$ cat src/design/mphi_defs.vh
`ifndef MPHI_DEFS_VH
`define MPHI_DEFS_VH

// register byte offsets on the apb bus
`define MPHI_OFF_CTRL     12'h000
`define MPHI_OFF_STAT     12'h004
`define MPHI_OFF_STAT2    12'h008
`define MPHI_OFF_DATA     12'h00C
`define MPHI_OFF_ANC      12'h010
`define MPHI_OFF_VOLL     12'h014
`define MPHI_OFF_VOLR     12'h018
`define MPHI_OFF_LOWG     12'h01C
`define MPHI_OFF_MIDG     12'h020
`define MPHI_OFF_HIGHG    12'h024
`define MPHI_OFF_CLKDIV   12'h028
`define MPHI_OFF_IEN      12'h02C

// control register fields and reset value
`define MPHI_CTRL_EN      7
`define MPHI_CTRL_BBST    6
`define MPHI_CTRL_CRCPLAY 5
`define MPHI_CTRL_RST     8'h3F

// status register fields
`define MPHI_ST_ANC       7
`define MPHI_ST_REQ       6
`define MPHI_ST_LAY       5
`define MPHI_ST_SYN       4
`define MPHI_ST_CRC       3
`define MPHI_ST_VER       0
`define MPHI_VER_RST      1'b1

// second status register fields
`define MPHI_ST2_FREQ     4
`define MPHI_ST2_BREQ     3

// interrupt enable register fields
`define MPHI_IEN_GLOBAL   7
`define MPHI_IEN_DEC      5

// first request after enable fills the whole input buffer
`define MPHI_FIRST_REQ    11'h400

// ancillary buffer depth
`define MPHI_ANC_DEPTH    16
`define MPHI_ANC_AW       4

`endif

$ cat src/design/mphi_top.v
// The APB slave port and the placing of the registers were left to the implementer.
`include "mphi_defs.vh"

// Function
// - decoding starts only once a complete frame sits in the buffer
// - data request sets request flag and frame request flag
// - frame request flag high while frame requested, low otherwise
// - byte request flag toggles on each data register write
// - first request after enable asks for 1024 bytes
// - decoder clock is the core clock divided by five-bit divisor
// - separate five-bit left and right volume codes
// - three equalizer bands, each with its own gain register
// - each band gain is a five-bit code
// - bass boost bit adds low-frequency gain
// - unsupported layer sets the layer error flag
// - missing synchronization pattern sets the sync error flag
// - checksum mismatch sets flag; frame played or rejected per enable
// - version bit and two-bit rate code reported in status
// - ancillary bytes read singly; available flag tracks non-empty buffer
// - five interrupt sources each with own status flag
// - each source has its own mask bit in control
// - interrupt needs decoder enable bit and global enable
// - status read clears all flags except ancillary available
// - control bit 7 enables the decoder
// - control bit 5 set plays bad-checksum frames, clear skips them
// - set mask bit blocks its flag from the interrupt
// - control resets to 0x3F
module mphi_top
(
  input  wire        CORE_CLK,       // core clock, 20 mhz
  input  wire        RST,            // async reset, active high
  input  wire        PSEL,           // apb select
  input  wire        PENABLE,        // apb access phase
  input  wire        PWRITE,         // apb direction
  input  wire [11:0] PADDR,          // apb byte address
  input  wire [31:0] PWDATA,         // apb write data
  output reg  [31:0] PRDATA,         // apb read data
  output reg         PREADY,         // apb ready
  output reg         PSLVERR,        // apb error, unmapped address
  input  wire [10:0] ENG_REQ_BYTES,  // bytes the engine wants next
  input  wire        ENG_REQ_VALID,  // engine asks for more data, pulse
  input  wire        ENG_LAYER_ERR,  // unsupported layer seen, pulse
  input  wire        ENG_SYNC_ERR,   // no sync pattern found, pulse
  input  wire        ENG_CRC_ERR,    // checksum mismatch, pulse
  input  wire        ENG_HDR_VALID,  // header decoded, pulse
  input  wire        ENG_HDR_VER,    // header version bit
  input  wire [1:0]  ENG_HDR_RATE,   // header rate code
  input  wire        ENG_ANC_VALID,  // ancillary byte from engine, pulse
  input  wire [7:0]  ENG_ANC_BYTE,   // ancillary byte value
  output reg  [7:0]  DATA_BYTE,      // compressed byte to frame buffer
  output reg         DATA_VALID,     // compressed byte strobe
  output reg         FRAME_READY,    // whole frame held, decode may start
  output reg         FRAME_SKIP,     // reject current frame (bad checksum)
  output reg         DEC_ENABLE,     // decoder enable level
  output reg         BASS_BOOST,     // bass boost level
  output reg  [4:0]  VOL_LEFT,       // left volume code
  output reg  [4:0]  VOL_RIGHT,      // right volume code
  output reg  [4:0]  GAIN_LOW,       // low band gain code
  output reg  [4:0]  GAIN_MID,       // mid band gain code
  output reg  [4:0]  GAIN_HIGH,      // high band gain code
  output reg         DEC_CLK_OUT,    // divided decoder clock
  output reg         DEC_IRQ         // decoder interrupt request
);

  // ==========================================================
  // declarations
  reg  [7:0]  ctrl_ff;
  reg  [4:0]  vol_l_ff;
  reg  [4:0]  vol_r_ff;
  reg  [4:0]  gain_low_ff;
  reg  [4:0]  gain_mid_ff;
  reg  [4:0]  gain_high_ff;
  reg  [4:0]  clk_div_ff;
  reg  [7:0]  ien_ff;
  reg         req_flag_ff;
  reg         lay_flag_ff;
  reg         syn_flag_ff;
  reg         crc_flag_ff;
  reg         ver_ff;
  reg  [1:0]  rate_ff;
  reg         byte_req_ff;
  reg  [10:0] remain_ff;
  reg         en_q_ff;
  reg  [4:0]  div_cnt_ff;
  reg  [7:0]  anc_mem [0:`MPHI_ANC_DEPTH-1];
  reg  [`MPHI_ANC_AW-1:0] anc_wp_ff;
  reg  [`MPHI_ANC_AW-1:0] anc_rp_ff;
  reg  [`MPHI_ANC_AW:0]   anc_cnt_ff;
  reg  [31:0] nxt_rdata;
  reg         nxt_err;
  wire        acc_pend;
  wire        acc_done;
  wire        wr_done;
  wire        rd_done;
  wire        data_wr;
  wire        anc_pop;
  wire        anc_push;
  wire        anc_avail;
  wire        stat_rd;
  wire        en_rise;
  wire [7:0]  stat_val;
  wire [7:0]  stat2_val;
  wire [4:0]  irq_src;

  // ==========================================================
  // address decode helper, used only for the error check
  function is_mapped;
    input [11:0] a;
    begin
      is_mapped = (a[1:0] == 2'b00) && (a <= `MPHI_OFF_IEN);
    end
  endfunction

  // ==========================================================
  // apb handshake: one wait cycle, read data registered first
  assign acc_pend = PSEL & PENABLE & ~PREADY;
  assign acc_done = PSEL & PENABLE & PREADY;
  assign wr_done  = acc_done & PWRITE & ~PSLVERR;
  assign rd_done  = acc_done & ~PWRITE & ~PSLVERR;
  assign data_wr  = wr_done & (PADDR == `MPHI_OFF_DATA);
  assign anc_pop  = rd_done & (PADDR == `MPHI_OFF_ANC) & anc_avail;
  assign stat_rd  = rd_done & (PADDR == `MPHI_OFF_STAT);

  assign anc_avail = (anc_cnt_ff != {(`MPHI_ANC_AW+1){1'b0}});
  // full buffer drops new bytes; engine should not overrun
  // count top bit alone marks a full buffer, avoids a wide compare
  assign anc_push  = ENG_ANC_VALID & ~anc_cnt_ff[`MPHI_ANC_AW];

  assign stat_val  = {anc_avail, req_flag_ff, lay_flag_ff, syn_flag_ff,
                      crc_flag_ff, rate_ff, ver_ff};
  assign stat2_val = {3'b000, (remain_ff != 11'h000), byte_req_ff, 3'b000};

  // read data mux, reserved bits zero
  always @*
  begin
    nxt_rdata = 32'h0000_0000;
    nxt_err   = ~is_mapped(PADDR);
    case (PADDR)
      `MPHI_OFF_CTRL:   nxt_rdata[7:0] = ctrl_ff;
      `MPHI_OFF_STAT:   nxt_rdata[7:0] = stat_val;
      `MPHI_OFF_STAT2:  nxt_rdata[7:0] = stat2_val;
      `MPHI_OFF_ANC:    nxt_rdata[7:0] = anc_mem[anc_rp_ff];
      `MPHI_OFF_VOLL:   nxt_rdata[4:0] = vol_l_ff;
      `MPHI_OFF_VOLR:   nxt_rdata[4:0] = vol_r_ff;
      `MPHI_OFF_LOWG:   nxt_rdata[4:0] = gain_low_ff;
      `MPHI_OFF_MIDG:   nxt_rdata[4:0] = gain_mid_ff;
      `MPHI_OFF_HIGHG:  nxt_rdata[4:0] = gain_high_ff;
      `MPHI_OFF_CLKDIV: nxt_rdata[4:0] = clk_div_ff;
      `MPHI_OFF_IEN:    nxt_rdata[7:0] = ien_ff;
      default:          nxt_rdata = 32'h0000_0000;
    endcase
  end

  // bus response registers
  always @(posedge CORE_CLK or posedge RST)
  begin
    if (RST)
    begin
      PREADY  <= 1'b0;
      PSLVERR <= 1'b0;
      PRDATA  <= 32'h0000_0000;
    end
    else
    begin
      PREADY <= acc_pend;
      if (acc_pend)
      begin
        PSLVERR <= nxt_err;
        PRDATA  <= PWRITE ? 32'h0000_0000 : nxt_rdata;
      end
      else
      begin
        PSLVERR <= 1'b0;
      end
    end
  end

  // ==========================================================
  // software-written registers
  always @(posedge CORE_CLK or posedge RST)
  begin
    if (RST)
    begin
      ctrl_ff      <= `MPHI_CTRL_RST;
      vol_l_ff     <= 5'h00;
      vol_r_ff     <= 5'h00;
      gain_low_ff  <= 5'h00;
      gain_mid_ff  <= 5'h00;
      gain_high_ff <= 5'h00;
      clk_div_ff   <= 5'h00;
      ien_ff       <= 8'h00;
    end
    else if (wr_done)
    begin
      case (PADDR)
        `MPHI_OFF_CTRL:   ctrl_ff      <= PWDATA[7:0];
        `MPHI_OFF_VOLL:   vol_l_ff     <= PWDATA[4:0];
        `MPHI_OFF_VOLR:   vol_r_ff     <= PWDATA[4:0];
        `MPHI_OFF_LOWG:   gain_low_ff  <= PWDATA[4:0];
        `MPHI_OFF_MIDG:   gain_mid_ff  <= PWDATA[4:0];
        `MPHI_OFF_HIGHG:  gain_high_ff <= PWDATA[4:0];
        `MPHI_OFF_CLKDIV: clk_div_ff   <= PWDATA[4:0];
        `MPHI_OFF_IEN:    ien_ff       <= PWDATA[7:0];
        default:          ctrl_ff      <= ctrl_ff;
      endcase
    end
  end

  // ==========================================================
  // data request handshake
  assign en_rise = ctrl_ff[`MPHI_CTRL_EN] & ~en_q_ff;

  always @(posedge CORE_CLK or posedge RST)
  begin
    if (RST)
    begin
      en_q_ff     <= 1'b0;
      remain_ff   <= 11'h000;
      byte_req_ff <= 1'b0;
      DATA_BYTE   <= 8'h00;
      DATA_VALID  <= 1'b0;
      FRAME_READY <= 1'b0;
    end
    else
    begin
      en_q_ff     <= ctrl_ff[`MPHI_CTRL_EN];
      DATA_VALID  <= 1'b0;
      FRAME_READY <= 1'b0;
      if (!ctrl_ff[`MPHI_CTRL_EN])
        remain_ff <= 11'h000;
      else if (en_rise)
        remain_ff <= `MPHI_FIRST_REQ;
      else if (ENG_REQ_VALID && remain_ff == 11'h000)
        remain_ff <= ENG_REQ_BYTES;
      else if (data_wr && remain_ff != 11'h000)
      begin
        remain_ff  <= remain_ff - 11'h001;
        DATA_BYTE  <= PWDATA[7:0];
        DATA_VALID <= 1'b1;
        // whole frame in, decode may start
        FRAME_READY <= (remain_ff == 11'h001);
      end
      if (data_wr)
        byte_req_ff <= ~byte_req_ff;
    end
  end

  // ==========================================================
  // sticky status flags; hardware set wins over read clear
  always @(posedge CORE_CLK or posedge RST)
  begin
    if (RST)
    begin
      req_flag_ff <= 1'b0;
      lay_flag_ff <= 1'b0;
      syn_flag_ff <= 1'b0;
      crc_flag_ff <= 1'b0;
      ver_ff      <= `MPHI_VER_RST;
      rate_ff     <= 2'b00;
      FRAME_SKIP  <= 1'b0;
    end
    else
    begin
      // clear only bits actually returned by the read
      if (stat_rd && PRDATA[`MPHI_ST_REQ])
        req_flag_ff <= 1'b0;
      if (stat_rd && PRDATA[`MPHI_ST_LAY])
        lay_flag_ff <= 1'b0;
      if (stat_rd && PRDATA[`MPHI_ST_SYN])
        syn_flag_ff <= 1'b0;
      if (stat_rd && PRDATA[`MPHI_ST_CRC])
        crc_flag_ff <= 1'b0;
      if (en_rise || (ENG_REQ_VALID && ctrl_ff[`MPHI_CTRL_EN] && remain_ff == 11'h000))
        req_flag_ff <= 1'b1;
      if (ENG_LAYER_ERR)
        lay_flag_ff <= 1'b1;
      if (ENG_SYNC_ERR)
        syn_flag_ff <= 1'b1;
      // checksum error and play or reject
      if (ENG_CRC_ERR)
        crc_flag_ff <= 1'b1;
      if (ENG_CRC_ERR)
        FRAME_SKIP <= ~ctrl_ff[`MPHI_CTRL_CRCPLAY];
      else if (ENG_HDR_VALID)
        FRAME_SKIP <= 1'b0;
      if (ENG_HDR_VALID)
      begin
        ver_ff  <= ENG_HDR_VER;
        rate_ff <= ENG_HDR_RATE;
      end
    end
  end

  // ==========================================================
  // ancillary byte buffer
  always @(posedge CORE_CLK or posedge RST)
  begin
    if (RST)
    begin
      anc_wp_ff  <= {`MPHI_ANC_AW{1'b0}};
      anc_rp_ff  <= {`MPHI_ANC_AW{1'b0}};
      anc_cnt_ff <= {(`MPHI_ANC_AW+1){1'b0}};
    end
    else
    begin
      if (anc_push)
        anc_wp_ff <= anc_wp_ff + {{(`MPHI_ANC_AW-1){1'b0}}, 1'b1};
      if (anc_pop)
        anc_rp_ff <= anc_rp_ff + {{(`MPHI_ANC_AW-1){1'b0}}, 1'b1};
      if (anc_push && !anc_pop)
        anc_cnt_ff <= anc_cnt_ff + {{`MPHI_ANC_AW{1'b0}}, 1'b1};
      else if (anc_pop && !anc_push)
        anc_cnt_ff <= anc_cnt_ff - {{`MPHI_ANC_AW{1'b0}}, 1'b1};
    end
  end

  // buffer storage needs no reset
  always @(posedge CORE_CLK)
  begin
    if (anc_push)
      anc_mem[anc_wp_ff] <= ENG_ANC_BYTE;
  end

  // ==========================================================
  // decoder clock divider: divisor n gives core / (2 * (n + 1))
  always @(posedge CORE_CLK or posedge RST)
  begin
    if (RST)
    begin
      div_cnt_ff  <= 5'h00;
      DEC_CLK_OUT <= 1'b0;
    end
    else if (div_cnt_ff >= clk_div_ff)
    begin
      div_cnt_ff  <= 5'h00;
      DEC_CLK_OUT <= ~DEC_CLK_OUT;
    end
    else
    begin
      div_cnt_ff <= div_cnt_ff + 5'h01;
    end
  end

  // ==========================================================
  // interrupt combine and level outputs
  // five sources
  assign irq_src = {anc_avail, req_flag_ff, lay_flag_ff, syn_flag_ff, crc_flag_ff};

  always @(posedge CORE_CLK or posedge RST)
  begin
    if (RST)
    begin
      DEC_IRQ    <= 1'b0;
      DEC_ENABLE <= 1'b0;
      BASS_BOOST <= 1'b0;
      VOL_LEFT   <= 5'h00;
      VOL_RIGHT  <= 5'h00;
      GAIN_LOW   <= 5'h00;
      GAIN_MID   <= 5'h00;
      GAIN_HIGH  <= 5'h00;
    end
    else
    begin
      // gated by decoder and global enables
      DEC_IRQ    <= (|(irq_src & ~ctrl_ff[4:0])) & ien_ff[`MPHI_IEN_DEC]
                    & ien_ff[`MPHI_IEN_GLOBAL];
      DEC_ENABLE <= ctrl_ff[`MPHI_CTRL_EN];
      BASS_BOOST <= ctrl_ff[`MPHI_CTRL_BBST];
      VOL_LEFT   <= vol_l_ff;
      VOL_RIGHT  <= vol_r_ff;
      GAIN_LOW   <= gain_low_ff;
      GAIN_MID   <= gain_mid_ff;
      GAIN_HIGH  <= gain_high_ff;
    end
  end

endmodule

$ cat config.mk
export PLATFORM = sky130hd
export DESIGN_NAME = mphi_top
export DESIGN_NICKNAME = d
export VERILOG_FILES = /design/src/design/mphi_top.v
export VERILOG_INCLUDE_DIRS = /design/src /design/src/design
export SDC_FILE = /design/constraint.sdc
export NUM_CORES = 1
export LEC_CHECK = 0
export BUFFER_PORTS_ARGS = -buffer_cell sky130_fd_sc_hd__buf_2
export CORE_AREA = 2 2 148 179
export DETAILED_ROUTE_END_ITERATION = 10
export DIE_AREA = 0 0 150 181
export PLACE_DENSITY = 0.71
export SETUP_SLACK_MARGIN = 0.05
export SYNTH_ARGS = -nofsm -noshare
export SYNTH_HDL_FRONTEND = slang
export SYNTH_SLANG_ARGS = --single-unit
$ cat constraint.sdc
create_clock -name CORE_CLK -period 4.8 [get_ports CORE_CLK]
set_input_delay 0.24 -clock CORE_CLK [delete_from_list [all_inputs] [get_ports CORE_CLK]]
set_output_delay 0.24 -clock CORE_CLK [all_outputs]
set_load 0.05 [all_outputs]
==> reports/results.txt <==
Tot Pwr -> 5120 uW
Worst setup EP type -> register
post-synthesis cell count -> 767
clock sinks -> 261
post-synthesis sequential area ratio -> 63.8%
outcome -> finished clean
via count -> 6704
largest net degree at the start of global routing -> 78
Logic pwr share -> 9.9%
die width -> 150 um
final setup vio count -> 0
largest cells by area after synthesis -> edfxtp_1 34%, dfrtp_1 28%, mux2_2 6.7%
H-tree levels -> 1
Total GRT Usage -> 17.6%
crit-path max cell delay -> 0.54 ns
final slew viol count -> 0
final number of hold-violating endpoints -> 0
total core area -> 0.0253 mm^2
drt via density -> 5.40
crit path cell chain -> or4_1 > nor2_1 > nor3_1 > nand2_1 > ha_1 > inv_1 > fa_1 > a21o_1 > a21oi_1 > xnor2_1 > nor2_1 > xor2_1
IO buf count -> 102
final wirelength -> 23600 um
First-pass DRT Iterations -> 5
WL/cell -> 19.0 um
power share of the clock group -> 40.5%
# DRC -> 0
Max Freq -> 335 MHz
Std-Cell Rows -> 64
DIE AREA -> 0.0272 mm^2
initial antenna violation count -> 0
post-layout min period -> 2.99 ns
hold_buf cts -> 17
vias in the first global route -> 6902
count of cell types in the netlist -> 68
Worst path slowest cell -> or4_1
PD cells -> 393 mW/mm^2
num ports -> 151
Root Driver -> clkbuf_16
critical path fanouts, max -> 4
max_slew headroom -> 34.1%
most common cell type on the critical path -> nor2_1
leakage power -> 0.00535 uW
Synthesis Warnings -> 0
share of layout cells above drive strength 1 -> 30.4%
antenna cells -> 0
clk_lat worst skew -> 0.53 ns
WP data required -> 5.21 ns
Synth async-reset ratio -> 51.0%
most common cell in the synthesized netlist -> edfxtp_1
RePlAce Congestion -> 0.872
CP Launch Type -> register
final worst path period share -> 62.2%
TritonCTS clock tree -> yes
critical path arrival -> 3.40 ns
Setup CP Type -> register to register
die height -> 181 um
CTS max path bufs -> 3
CTS Buf Count -> 26
first-pass GRT wire length -> 37400 um
RSZ-0062 raised after global routing -> no
WP buf/inv -> 1
Fill cells -> 2142
sequential share of power -> 49.6%
worst vdd ir -> 0.000190 V
GRT overflow -> 0
sw frac -> 24.2%
top_reg_cell synth -> edfxtp_1
Switch Pwr -> 1240 uW
delay-heaviest family, CP -> simple AND/OR/NAND/NOR gates
Final WS setup -> 1.81 ns
post-DP HPWL -> 16100 um
1st-iter DRT viols -> 412
max-cap viol count -> 0
worst clock skew -> 0.00938 ns
Hold WC Path Type -> primary input to register
post-CTS resize count -> 0
post-place setup slack -> 1.83 ns
Clk pin slew, worst setup/hold paths -> 0.06 ns
top cells by count, synth -> 128 x edfxtp_1, 126 x dfrtp_1, 67 x mux2_2
TNS Setup -> 0 ns
EDFF count, synth -> 128
cell taking the most area after synthesis -> edfxtp_1
synthesized area per cell -> 14.7 um^2
synthesis-stage register bit count -> 261
cell area after synthesis -> 0.0112 mm^2
internal power -> 3880 uW
post-synth top area share -> 34.2%
post-layout util -> 51.6%
worst-margin pin slew -> 0.981 ns
final net count -> 988
Setup Fix Bufs, Post-CTS -> 0
initial core utilization -> 44.5%
area delta synth->final -> 16.0%
Antenna Nets Post-Route -> 0
## cell type report
type | count | area [um^2] | area share (%)
clock inverters | 13 | 106 | 0.815
well taps | 330 | 413 | 3.17
inverters | 24 | 95.1 | 0.729
clock buffers | 35 | 792 | 6.07
flip-flops and latches | 261 | 7180 | 55.1
multi-input cells | 455 | 3740 | 28.7
repair buffers | 124 | 718 | 5.51
## state kept, by name, summed over array words and instances (netlist names), 8 cells and up
| signal | count |
|---|---|
| anc_mem | 128 |
| remain_ff | 11 |
| DATA_BYTE | 8 |
| PRDATA | 8 |
| ctrl_ff | 8 |
| ien_ff | 8 |
## per-stage QoR
stage | instances | instance area [um^2] | hold WS [ns]
finish | 1242 | 13000 | 0.0277
floorplan | 790 | 11300 | 0.332
CTS | 1242 | 13000 | 0.00694
global route | 1242 | 13000 | 0.0193
detailed placement | 1177 | 12000 | 0.383
global placement | 1177 | 12000 | 0.379
## placed cells by master (no fill, tap or decap), drive strengths merged, types with 17 or more instances in the layout
cell type / instances
edfxtp: 128
dfrtp: 126
buf: 107
mux2: 68
nand2: 53
clkbuf: 35
nor2: 35
mux4: 29
inv: 26
conb: 24
nand3: 21
and2: 21
o21ai: 20
ha: 18
dlygate4sd3: 17
## worst reg2reg max path, cell delays in order (launching register included)
cell	delay (ns)
dfrtp_1	0.42
or4_1	0.54
nor2_1	0.34
nor3_1	0.10
nand2_1	0.10
ha_1	0.18
inv_1	0.10
fa_1	0.41
a21o_1	0.17
a21oi_1	0.16
xnor2_1	0.14
nor2_1	0.06
xor2_1	0.14
## routing by layer
metal	GRT usage (%)	routed length, um
met5	0	0
met2	30.4	11900
met1	22.6	9550
met3	2.80	1450
met4	5.77	607
## path summary, 6_finish.rpt
| kind | slack [ns] | to | startpoint | cells past startpoint |
|---|---|---|---|---|
| max | 1.81 | anc_cnt_ff[4] | anc_cnt_ff[1] | 12 |
| min | 0.03 | rate_ff[1] | ENG_HDR_VALID | 2 |
| max reg2reg | 1.81 | anc_cnt_ff[4] | anc_cnt_ff[1] | 12 |
| min reg2reg | 0.40 | GAIN_MID[2] | gain_mid_ff[2] | 0 |
| max in group asynchronous | 3.25 | GAIN_LOW[2] | RST | 4 |
| min in group asynchronous | 0.37 | remain_ff[7] | RST | 3 |
## kinds of logic after synthesis
kind of cell	synth area share, %
flip-flops	63.8
multiplexers	13.9
AO/OA/AOI/OAI	5.61
other	0.0333
adder cells (fa/ha/maj)	2.18
buffers and inverters	3.76
XOR/XNOR	1.64
AND/OR/NAND/NOR	9.01
## power groups by stage
stage	clock network, uW	logic [uW]	registers (uW)
floorplan	0	363	2580
global placement	0	489	2580
detailed placement	0	502	2580
CTS	2110	513	2540
global route	2200	572	2550
finish	2080	506	2540
Note: power is estimated with default switching activity, not from simulation.
